==> config.mk <==
export PLATFORM = sky130hd
export DESIGN_NAME = dcco_bank
export DESIGN_NICKNAME = d
export VERILOG_FILES = /design/src/shared/dcco_pkg.sv /design/src/rtl/dcco_bank.sv /design/src/rtl/dcco_err_map.sv /design/src/rtl/dcco_cmd_decode.sv
export SDC_FILE = /design/constraint.sdc
export NUM_CORES = 1
export LEC_CHECK = 0
export BUFFER_PORTS_ARGS = -buffer_cell sky130_fd_sc_hd__buf_2
export CAP_MARGIN = 20
export CORE_MARGIN = 3
export CORE_UTILIZATION = 44
export DETAILED_ROUTE_END_ITERATION = 7
export PLACE_DENSITY_LB_ADDON = 0.1
export SLEW_MARGIN = 25
export SYNTH_ARGS = -nofsm -noshare
export SYNTH_HDL_FRONTEND = slang
export SYNTH_SLANG_ARGS = --single-unit
==> constraint.sdc <==
create_clock -name clk -period 3.97 [get_ports clk]
set_input_delay 0.397 -clock clk [delete_from_list [all_inputs] [get_ports clk]]
set_output_delay 0.397 -clock clk [all_outputs]
set_load 0.05 [all_outputs]
==> src/shared/dcco_pkg.sv <==
// Constants and carrier types for the drive communication object bank
package dcco_pkg;
   // ==========================================
   // Object indices and sub-indices
   localparam logic [15:0] IDX_NODE_ID = 16'h5000;
   localparam logic [15:0] IDX_SER_RATE = 16'h5001;
   localparam logic [15:0] IDX_CAN_RATE = 16'h5002;
   localparam logic [15:0] IDX_ANALOG = 16'h5010;
   localparam logic [15:0] IDX_ACTION = 16'h6007;
   localparam logic [15:0] IDX_FAULT = 16'h603f;
   localparam logic [15:0] IDX_CMD = 16'h6040;
   localparam logic [7:0] SUB_ZERO = 8'h00;
   localparam logic [7:0] SUB_AN_FIRST = 8'h01;
   localparam logic [7:0] SUB_AN_LAST = 8'h04;
   localparam logic [7:0] SUB_AN_COUNT = 8'h04;
   // ==========================================
   // Reset values and ranges
   localparam logic [7:0] NODE_ID_RST = 8'h01;
   localparam logic [7:0] NODE_ID_MIN = 8'h01;
   localparam logic [7:0] NODE_ID_MAX = 8'h7f;
   localparam logic [7:0] SER_RATE_RST = 8'h04;
   localparam logic [7:0] SER_RATE_MAX = 8'h08;
   localparam logic [7:0] CAN_RATE_RST = 8'h05;
   localparam logic [7:0] CAN_RATE_MAX = 8'h08;
   localparam logic [7:0] CAN_RATE_10K = 8'h01;
   localparam logic [7:0] CAN_RATE_800K = 8'h07;
   localparam logic [15:0] ACTION_RST = 16'h0000;
   localparam logic [15:0] FAULT_RST = 16'h0000;
   localparam logic [15:0] CMD_RST = 16'h0000;
   // ==========================================
   // Action codes
   localparam logic [15:0] ACT_NONE = 16'h0000;
   localparam logic [15:0] ACT_DISABLE = 16'h0002;
   localparam logic [15:0] ACT_QSTOP = 16'h0003;
   // ==========================================
   // Error codes
   localparam logic [15:0] ERR_GENERIC = 16'h1000;
   localparam logic [15:0] ERR_OVERCUR = 16'h2310;
   localparam logic [15:0] ERR_OVERVOLT = 16'h3210;
   localparam logic [15:0] ERR_UNDERVOLT = 16'h3220;
   localparam logic [15:0] ERR_OVERTEMP = 16'h4210;
   localparam logic [15:0] ERR_CURDET = 16'h5210;
   localparam logic [15:0] ERR_SOFTWARE = 16'h6100;
   localparam logic [15:0] ERR_ENC_LINK = 16'h7300;
   localparam logic [15:0] ERR_ENC_DISC = 16'h7305;
   localparam logic [15:0] ERR_OVERSPEED = 16'h7310;
   localparam logic [15:0] ERR_MAXVEL = 16'h8400;
   localparam logic [15:0] ERR_FOLLOW = 16'h8611;
   localparam logic [15:0] ERR_HALL = 16'hff01;
   localparam logic [15:0] ERR_OVERLOAD = 16'hff02;
   // Error register bit masks
   localparam logic [7:0] EREG_GENERIC = 8'h01;
   localparam logic [7:0] EREG_CURRENT = 8'h02;
   localparam logic [7:0] EREG_VOLTAGE = 8'h04;
   localparam logic [7:0] EREG_TEMP = 8'h08;
   localparam logic [7:0] EREG_PROFILE = 8'h20;
   localparam logic [7:0] EREG_MANUF = 8'h80;
   // ==========================================
   // Command word bit positions
   localparam int CW_SWITCH_ON = 0;
   localparam int CW_EN_VOLT = 1;
   localparam int CW_QSTOP = 2;
   localparam int CW_EN_OP = 3;
   localparam int CW_FAULT_RST = 7;
   localparam int CW_HALT = 8;
   localparam int CW_MANUF_LO = 11;
   // ==========================================
   // Carriers
   typedef struct packed {
      logic valid;
      logic write;
      logic [15:0] index;
      logic [7:0] sub;
      logic [15:0] data;
   } dcco_req_t;
   typedef struct packed {
      logic ack;
      logic err;
      logic [15:0] data;
   } dcco_rsp_t;
   typedef struct packed {
      logic shutdown;
      logic switch_on;
      logic disable_voltage;
      logic quick_stop;
      logic disable_op;
      logic enable_op;
      logic fault_reset;
      logic halt;
      logic [4:0] manuf;
   } dcco_cmd_t;
   typedef struct packed {
      logic [7:0] node_id;
      logic [7:0] ser_rate;
      logic [7:0] can_rate;
   } dcco_comm_t;
endpackage

==> src/rtl/dcco_bank.sv <==
// Communication, error and command objects of the drive object dictionary
module dcco_bank #(
   parameter int AN_CHANNELS = 4
) (
   input wire logic clk,
   input wire logic reset,
   input dcco_pkg::dcco_req_t req,
   output dcco_pkg::dcco_rsp_t rsp,
   input wire logic restart,
   input wire logic [AN_CHANNELS*16-1:0] analog_in,
   input wire logic err_valid,
   input wire logic [15:0] err_code,
   input wire logic err_serious,
   output dcco_pkg::dcco_comm_t comm_active,
   output dcco_pkg::dcco_comm_t comm_stored,
   output logic [7:0] error_register,
   output logic history_push,
   output logic [15:0] history_code,
   output logic react_disable,
   output logic react_quick_stop,
   output dcco_pkg::dcco_cmd_t cmd,
   output logic [15:0] cmd_word
);
   import dcco_pkg::*;

   // ==========================================
   // Value checks
   function automatic logic ser_ok(input logic [7:0] c);
      ser_ok = (c <= SER_RATE_MAX);
   endfunction

   function automatic logic can_ok(input logic [7:0] c);
      // Defined but unsupported rates are refused at write time
      can_ok = (c <= CAN_RATE_MAX) && (c != CAN_RATE_10K) && (c != CAN_RATE_800K);
   endfunction

   function automatic logic id_ok(input logic [7:0] c);
      id_ok = (c >= NODE_ID_MIN) && (c <= NODE_ID_MAX);
   endfunction

   function automatic logic is_obj(input dcco_req_t r, input logic [15:0] idx);
      is_obj = (r.index == idx) && (r.sub == SUB_ZERO);
   endfunction

   // ==========================================
   // Storage
   dcco_comm_t stored_r;
   dcco_comm_t active_r;
   logic [15:0] action_r;
   logic [15:0] fault_r;
   logic [7:0] ereg_r;
   logic [15:0] cmd_r;
   logic push_r;
   logic [15:0] hist_r;
   logic disable_r;
   logic qstop_r;
   dcco_rsp_t rsp_r;
   logic [15:0] analog_r [AN_CHANNELS];

   logic [7:0] map_bits;
   logic [7:0] an_sel;

   // ==========================================
   // Access decode
   logic w_id;
   logic w_ser;
   logic w_can;
   logic w_act;
   logic w_cmd;
   logic acc_err;
   logic [15:0] rd_data;

   assign an_sel = req.sub - SUB_AN_FIRST;

   always_comb begin
      w_id = 1'b0;
      w_ser = 1'b0;
      w_can = 1'b0;
      w_act = 1'b0;
      w_cmd = 1'b0;
      acc_err = 1'b0;
      rd_data = 16'h0000;
      if (is_obj(req, IDX_NODE_ID)) begin
         rd_data = {8'h00, stored_r.node_id};
         w_id = req.write & id_ok(req.data[7:0]) & (req.data[15:8] == 8'h00);
         acc_err = req.write & ~w_id;
      end else if (is_obj(req, IDX_SER_RATE)) begin
         rd_data = {8'h00, stored_r.ser_rate};
         w_ser = req.write & ser_ok(req.data[7:0]) & (req.data[15:8] == 8'h00);
         acc_err = req.write & ~w_ser;
      end else if (is_obj(req, IDX_CAN_RATE)) begin
         rd_data = {8'h00, stored_r.can_rate};
         w_can = req.write & can_ok(req.data[7:0]) & (req.data[15:8] == 8'h00);
         acc_err = req.write & ~w_can;
      end else if (req.index == IDX_ANALOG && req.sub == SUB_ZERO) begin
         rd_data = {8'h00, SUB_AN_COUNT};
         acc_err = req.write;
      end else if (req.index == IDX_ANALOG && req.sub >= SUB_AN_FIRST &&
                   req.sub <= SUB_AN_LAST) begin
         rd_data = analog_r[an_sel[1:0]];
         acc_err = req.write;
      end else if (is_obj(req, IDX_ACTION)) begin
         rd_data = action_r;
         w_act = req.write;
      end else if (is_obj(req, IDX_FAULT)) begin
         rd_data = fault_r;
         acc_err = req.write;
      end else if (is_obj(req, IDX_CMD)) begin
         rd_data = cmd_r;
         w_cmd = req.write;
      end else begin
         acc_err = 1'b1;
      end
   end

   // ==========================================
   // Answer: one cycle after the request
   always_ff @(posedge clk) begin
      if (reset) begin
         rsp_r <= '0;
      end else begin
         rsp_r.ack <= req.valid;
         rsp_r.err <= req.valid & acc_err;
         rsp_r.data <= (req.valid && !req.write && !acc_err) ? rd_data : 16'h0000;
      end
   end

   // ==========================================
   // Stored communication settings
   always_ff @(posedge clk) begin
      if (reset) begin
         stored_r.node_id <= NODE_ID_RST;
         stored_r.ser_rate <= SER_RATE_RST;
         stored_r.can_rate <= CAN_RATE_RST;
      end else if (req.valid) begin
         if (w_id) begin
            stored_r.node_id <= req.data[7:0];
         end
         if (w_ser) begin
            stored_r.ser_rate <= req.data[7:0];
         end
         if (w_can) begin
            stored_r.can_rate <= req.data[7:0];
         end
      end
   end

   // ==========================================
   // Active settings, only refreshed by a restart
   always_ff @(posedge clk) begin
      if (reset) begin
         active_r.node_id <= NODE_ID_RST;
         active_r.ser_rate <= SER_RATE_RST;
         active_r.can_rate <= CAN_RATE_RST;
      end else if (restart) begin
         active_r <= stored_r;
      end
   end

   // ==========================================
   // Error action code and command word
   always_ff @(posedge clk) begin
      if (reset) begin
         action_r <= ACTION_RST;
      end else if (req.valid && w_act) begin
         action_r <= req.data;
      end
   end

   always_ff @(posedge clk) begin
      if (reset) begin
         cmd_r <= CMD_RST;
      end else if (req.valid && w_cmd) begin
         cmd_r <= req.data;
      end
   end

   // ==========================================
   // Analog sampling; copies make reads independent of input timing
   always_ff @(posedge clk) begin
      if (reset) begin
         for (int i = 0; i < AN_CHANNELS; i++) begin
            analog_r[i] <= 16'h0000;
         end
      end else begin
         for (int i = 0; i < AN_CHANNELS; i++) begin
            analog_r[i] <= analog_in[i*16 +: 16];
         end
      end
   end

   // ==========================================
   // Fault recording
   dcco_err_map u_map (
      .code(err_code),
      .ereg_bits(map_bits),
      .known()
   );

   always_ff @(posedge clk) begin
      if (reset) begin
         fault_r <= FAULT_RST;
      end else if (err_valid) begin
         fault_r <= err_code;
      end
   end

   // A new error in the fault reset cycle wins over the clear
   always_ff @(posedge clk) begin
      if (reset) begin
         ereg_r <= 8'h00;
      end else if (err_valid) begin
         ereg_r <= map_bits;
      end else if (cmd.fault_reset) begin
         ereg_r <= 8'h00;
      end
   end

   always_ff @(posedge clk) begin
      if (reset) begin
         push_r <= 1'b0;
         hist_r <= 16'h0000;
      end else begin
         push_r <= err_valid;
         if (err_valid) begin
            hist_r <= err_code;
         end
      end
   end

   // ==========================================
   // Reaction to detected errors
   always_ff @(posedge clk) begin
      if (reset) begin
         disable_r <= 1'b0;
         qstop_r <= 1'b0;
      end else begin
         disable_r <= err_valid & (err_serious | (action_r == ACT_DISABLE));
         qstop_r <= err_valid & ~err_serious & (action_r == ACT_QSTOP);
      end
   end

   // ==========================================
   // Command decode
   dcco_cmd_decode u_cmd (
      .clk(clk),
      .reset(reset),
      .word(cmd_r),
      .cmd(cmd)
   );

   assign rsp = rsp_r;
   assign comm_active = active_r;
   assign comm_stored = stored_r;
   assign error_register = ereg_r;
   assign history_push = push_r;
   assign history_code = hist_r;
   assign react_disable = disable_r;
   assign react_quick_stop = qstop_r;
   assign cmd_word = cmd_r;
endmodule

==> src/rtl/dcco_err_map.sv <==
// Error code to error-register bit association
module dcco_err_map (
   input wire logic [15:0] code,
   output logic [7:0] ereg_bits,
   output logic known
);
   import dcco_pkg::*;
   // ==========================================
   // Mapping
   always_comb begin
      known = 1'b1;
      case (code)
         ERR_OVERCUR: ereg_bits = EREG_CURRENT;
         ERR_OVERVOLT, ERR_UNDERVOLT: ereg_bits = EREG_VOLTAGE;
         ERR_OVERTEMP: ereg_bits = EREG_TEMP;
         ERR_SOFTWARE, ERR_OVERSPEED, ERR_FOLLOW, ERR_OVERLOAD: begin
            ereg_bits = EREG_PROFILE;
         end
         ERR_HALL: ereg_bits = EREG_MANUF;
         ERR_GENERIC, ERR_CURDET, ERR_ENC_LINK, ERR_ENC_DISC, ERR_MAXVEL: begin
            ereg_bits = EREG_GENERIC;
         end
         default: begin
            // Unlisted codes still flag something rather than vanish
            ereg_bits = EREG_GENERIC;
            known = 1'b0;
         end
      endcase
   end
endmodule

==> src/rtl/dcco_cmd_decode.sv <==
// Command word decoder with fault reset edge detection
module dcco_cmd_decode (
   input wire logic clk,
   input wire logic reset,
   input wire logic [15:0] word,
   output dcco_pkg::dcco_cmd_t cmd
);
   import dcco_pkg::*;
   logic fr_prev_r;
   logic fr_now;
   logic nfr;
   assign fr_now = word[CW_FAULT_RST];
   assign nfr = ~fr_now;
   // ==========================================
   // Previous fault reset bit
   always_ff @(posedge clk) begin
      if (reset) begin
         fr_prev_r <= 1'b0;
      end else begin
         fr_prev_r <= fr_now;
      end
   end
   // ==========================================
   // Pattern decode; state commands only valid with fault reset bit low, halt and manuf bits pass through ungated
   always_comb begin
      cmd.shutdown = nfr & (word[2:0] == 3'b110);
      cmd.switch_on = nfr & (word[2:0] == 3'b111);
      cmd.disable_voltage = nfr & ~word[CW_EN_VOLT];
      cmd.quick_stop = nfr & (word[2:1] == 2'b01);
      cmd.disable_op = nfr & (word[3:0] == 4'b0111);
      cmd.enable_op = nfr & (word[3:0] == 4'b1111);
      cmd.fault_reset = fr_now & ~fr_prev_r;
      cmd.halt = word[CW_HALT];
      cmd.manuf = word[15:CW_MANUF_LO];
   end
endmodule

Word level (Yosys, flattened, before mapping)
Memory sizes are Yosys's and may differ from the RTL's. Cells that the tools add are included.

Register bits after elaboration: 126. Bits in writable memories: 64. Input port bits: 127. Output and inout bits: 122. Logic and storage cells: 157. Memories kept: 1.

Memory list: analog_r (words 4, bits a word 16, rd ports 1, clocked after memory_dff 0, write ports 4, line dcco_bank.sv:58) `logic [15:0] analog_r [AN_CHANNELS];`.

$add $sub $neg: 1. Magnitude comparators: 5. Eq/ne operators: 25. Mux-type cells: 46. Bitwise gates (word level): 33. Reductions and logical operators: 28.

Operators by type and width (number): equality test 16 x 15 -> 1 bit, second input constant (10); two-way mux 16 bit (8); equality test 16 x 14 -> 1 bit, second input constant (3); equality test 16 bit, second input constant (3); two-way mux 8 bit (6); case mux 8 bit (5 select lines) (1); equality test 16 x 2 -> 1 bit, second input constant (2); two-way mux 1 bit (31); AND 1 bit (20); >= comparator 8 x 1 -> 1 bit, second input constant (2); logical AND 1 bit (16); logical NOT 8 bit (2); <= comparator 8 x 3 -> 1 bit, second input constant (1); <= comparator 8 x 4 -> 1 bit, second input constant (1); <= comparator 8 x 7 -> 1 bit, second input constant (1); inequality test 8 x 1 -> 1 bit, second input constant (1); inequality test 8 x 3 -> 1 bit, second input constant (1); NOT 1 bit (8); equality test 3 bit, second input constant (2); AND reduction 2 bit (3); OR reduction 6 bit (1); OR 1 bit (5); equality test 4 x 3 -> 1 bit, second input constant (1); equality test 4 bit, second input constant (1); other kinds (6) (8).

Longest topological paths before layout
Depth in word-level cells: 14. Depth in mapped cells: 13. Depth with buffers taken out: 8.

Modules after synthesis
From an unflattened synthesis, not the netlist that was laid out.

Cells, all modules: 840. Area total of the unflattened synthesis: 8186.6 µm².

Modules (own cells, without submodules): dcco_bank (times used 1, cells an instance 755, area an instance 7562.3 µm²); dcco_err_map (times used 1, cells an instance 70, area an instance 499.2 µm²); dcco_cmd_decode (times used 1, cells an instance 15, area an instance 125.1 µm²).

Worst setup path before layout
Ideal clock, no wire load.

Path kind: input port to flip-flop. Start point: in req[16] in the netlist's numbering. End point: reg action_r[11]. Arrival time: 2.923 ns. Path slack: 0.915 ns. Stages on the path: 12. Cells stage by stage: buf_2 > buf_1 > inv_1 > ha_1 > or4b_4 > nor4_1 > and2_0 > clkbuf_1 > nand4_1 > buf_2 > nand2_1 > a21oi_1.

Longest elaborated chain between the ends: 9. Elaborated cells between the ends (all ways): 17.

Ends and longest elaborated chain: start: declaration (line dcco_bank.sv:7) `input dcco_pkg::dcco_req_t req,`; >= comparator 8 x 1 -> 1 bit / logical NOT 8 bit (equally long branches) (line dcco_bank.sv:98, dcco_bank.sv:42, dcco_bank.sv:95); logical AND 1 bit (on tied branches) (line dcco_bank.sv:98, dcco_bank.sv:42); logical AND 1 bit / two-way mux 1 bit (equally long branches) (line dcco_bank.sv:98, dcco_bank.sv:102); two-way mux 1 bit (line dcco_bank.sv:98) `end else if (req.index == IDX_ANALOG && req.sub >= SUB_AN_FIRST &&`; two-way mux 1 bit (line dcco_bank.sv:95) `end else if (req.index == IDX_ANALOG && req.sub == SUB_ZERO) begin`; two-way mux 1 bit (line dcco_bank.sv:91) `end else if (is_obj(req, IDX_CAN_RATE)) begin`; two-way mux 1 bit (line dcco_bank.sv:87) `end else if (is_obj(req, IDX_SER_RATE)) begin`; two-way mux 1 bit (*) (line dcco_bank.sv:83) `if (is_obj(req, IDX_NODE_ID)) begin`; logical AND 1 bit (*) (line dcco_bank.sv:165) `end else if (req.valid && w_act) begin`; end signal: assignment (line dcco_bank.sv:166) `action_r <= req.data;`; end: declaration (line dcco_bank.sv:49) `logic [15:0] action_r;`.

Mark *: on every way between the ends. The rest lies on a longest branch, timed or not. A chain may end at the register's enable or synchronous reset.

Worst setup path in the final report
Start point: in req[17] in the netlist's numbering. End point: reg action_r[12].

Same word-level chain as after synthesis.

==> impl_results.md <==
* Max VDD drop at between 0.2 and 0.3 mV
* Post-synthesis compound-gate area fraction at 10.8%
* Asr flop ratio synth at 0%
* Outcome: finished clean
* Io pins at 249
* RSZ-0062 raised after global routing: no
* GRT Total Usage at 22.5%
* Setup violators final at 0
* Power, Total at a little over 0.004 W
* Initial antenna violation count at 0
* Final core utilization at 56.0%
* DR iter-0 viols at approximately 410
* CP cell instances: buf_2 -> inv_1 -> ha_1 -> or4b_4 -> nor4_1 -> nand2_1 -> nor4_4 -> nand2_1 -> a21oi_1
* First-pass GRT wire length at approximately 35 mm
* Vias in the first global route at between 6000 and 7000
* Largest stage delay, worst path at 0.78 ns
* Reg2reg start: analog_r[0][2]
* Cells after Synth at approximately 800
* Share of layout cells above drive strength 1 at 31.5%
* Starting Density at ~45%
* Fillers at roughly 1600
* DP Worst Slack at about 0.75 ns
* Total negative slack at 0 ns
* Die footprint at between 15000 and 20000 µm²
* CTS tree: done
* Largest family of logic cells by synthesized area: simple AND/OR/NAND/NOR gates
* Vias at 6602
* Worst-path clk slew at 0.07 ns
* Drt first pass iters at 6
* Worst-Skew Late Latency at 0.43 ns
* Worst-margin pin slew at 0.940 ns
* Via-to-Cell Ratio at 5.31
* Post-route antenna net violation count at 0
* Critical path's slowest cell: nor4_4
* Worst Setup Start Kind: primary input
* Global route overflow at 0
* Fin crit share at a little over two thirds
* Sequential cell area at between 3000 and 4000 µm²
* Endpoints failing hold at 0
* Crit Path Class: primary input to register
* Cells after DPL at roughly 1200
* Worst Setup SP: req[17]
* Yosys cell types at 65
* Pint at a little over 0.003 W
* Clock Skew at around 0.0056 ns
* Post-synthesis simple-gate area fraction at between 20% and 30%
* HPWL after DPL at roughly 17 mm
* Worst Path Max Fanout at 16
* Main synth FF type: dfxtp_1
* Sequential share of the synthesized area at around half
* Max Freq at 357 MHz
* Die Span Y at 139 µm
* Power density cells at between 400 and 500 nW/µm²
* Max Slew Vio Count at 0
* Sink Count at ~190
* Total wire length at between 20 and 25 mm
* Slew HR at a little under two fifths
* HP Class: primary input to register
* Most frequent cells in the layout: buf_2 (245), dfxtp_1 (188), nor2_1 (92), nor2b_1 (78), mux2i_1 (60)
* Average size of a mapped cell at 9.89 µm²
* Area grow syn2layout at 24.5%
* Worst R2R End: rsp[2]
* Cell area after synthesis at just under 8000 µm²
* Area share of fa/ha/maj cells after synthesis at less than 1%
* Largest net degree at the start of global routing at 66
* DIE WIDTH at 139 µm
* Post-Layout Cell Count at 1244
* PostCTS Resize Cnt at 0
* Hold buffer count at CTS at 0
* Max cap viols at 0
* Total inserted antenna cells at 0
* Core area at 17400 µm²
* Final-stage net count at 1136
* Crit path to: action_r[12]
* Most common cell after layout, fill and taps aside: buf_2
* Register bit total from synthesis at 188
* Post-synth EDFFs at 0
* Leakage at slightly above 4 nW
* CTS root buf: clkbuf_16
* Combinational Power Share at 8.3%
* Max clock buf depth at 2
* DRC at 0
* Data required, critical path at 4.32 ns
* Yosys Warn Count at 0
* R2R setup slack at 2.56 ns
* CP Capture Type: register
* Avg WL per Cell at 17.8 µm
* # rows at between 40 and 50
* Footprint of the multi-input gates at 3720 µm²
* R2R depth at 3
* Sw Ratio at ~24%
* Cell repeated most along the worst path: nand2_1
* Total CTS buffers at 17
* XOR/XNOR Fraction of Synth Area at less than 1%
* Post-CTS setup buffers at 0
* Sw Pwr at a little under 0.001 W
* Final min period at approximately 2.8 ns
* Crit path DAT at roughly 3.2 ns
* GP Congestion at around 0.84
* Worst Slack Setup Final at between 1 and 1.5 ns
* Mux cell area share after synthesis at between 10% and 20%
* Htree depth at 4
* Clock share of power at a little over two fifths
* Port Buffers at 246
* Reg power frac at roughly 48%
how the worst min path moves through the flow:
stage,startpoint,endpoint,slack (ns),depth (start not counted)
CTS,analog_in[48],analog_r[3][0],0.15,2
floorplan,action_r[1],action_r[1],0.44,2
detailed placement,action_r[9],action_r[9],0.47,2
global route,analog_in[1],analog_r[0][1],0.16,2
finish,analog_in[30],analog_r[1][14],0.17,2
global placement,action_r[15],action_r[15],0.45,2
Yosys cell counts (10+ instances only):
master      n  area share [%]
nor4_1     14             1.1
nor2b_1    78             6.3
mux2i_1    60             7.7
mux4_2     16             4.6
a211o_1    14             1.6
nand2_1    57             2.7
nand3_1    13            0.83
nor2_1     92             4.4
buf_4      10            0.96
nor3_1     10            0.64
dfxtp_1   188              48
clkbuf_1   27             1.3
a21oi_1    48             3.1
o21ai_0    12            0.77
worst max-delay path: cells and delay by family:
kind | cells | cell delay [ns]
compound gates | 1 | 0.16
fa+ha+maj | 1 | 0.22
buf+inv | 2 | 0.17
simple gates | 5 | 2.21
state kept, by name, indices dropped and copies added, names as in the netlist:
| name | flops |
|---|---|
| rsp | 18 |
| analog_r | 64 |
| history_push | 1 |
| comm_active | 24 |
| cmd_word | 16 |
| react_quick_stop | 1 |
| comm_stored | 24 |
| error_register | 6 |
| history_code | 16 |
| action_r | 16 |
| u_cmd.fr_prev_r | 1 |
| react_disable | 1 |
area by class of cell:
class	count	share of cell area, %
multi-input cells	539	38.3
clock inverters	13	1.87
inverters	8	0.309
well taps	225	2.90
flip-flops and latches	188	38.7
clock buffers	18	4.52
repair buffers	253	13.4
cells by family (layout without fill, tap and decap cells):
family          Yosys count  in the layout
buf+inv                  63            292
fa+ha+maj                 2              2
mux                      76             76
xor+xnor                  2              2
other cells               1              2
simple gates            336            336
flops                   188            188
compound gates          121            121
metal layers:
metal / up-vias / part of all wire [%] / track usage [%]
met5: - / 0 / 0
met4: 0 / 1.4 / 5.82
met3: 33 / 8.1 / 6.24
met2: 266 / 45 / 35.7
met1: 3079 / 45 / 30.4
li1: 3224 / - / -
power by group through the flow:
| stage | Combinational (W) | Clock [W] | Sequential [W] |
|---|---|---|---|
| after floorplan | 0.000157 | 0 | 0.00204 |
| after global placement | 0.000337 | 0 | 0.00200 |
| after detailed placement | 0.000338 | 0 | 0.00200 |
| after CTS | 0.000339 | 0.00182 | 0.00195 |
| after global routing | 0.000366 | 0.00189 | 0.00196 |
| final | 0.000336 | 0.00178 | 0.00195 |
per-stage QoR:
| step | area (µm²) | hold WS [ns] |
|---|---|---|
| 2_1_floorplan | 7810 | 0.445 |
| 3_3_place_gp | 9100 | 0.452 |
| 3_5_place_dp | 9100 | 0.465 |
| 4_1_cts | 9720 | 0.154 |
| 5_1_grt | 9720 | 0.156 |
| 6_report | 9720 | 0.168 |
(Power assumes the default switching activity.)
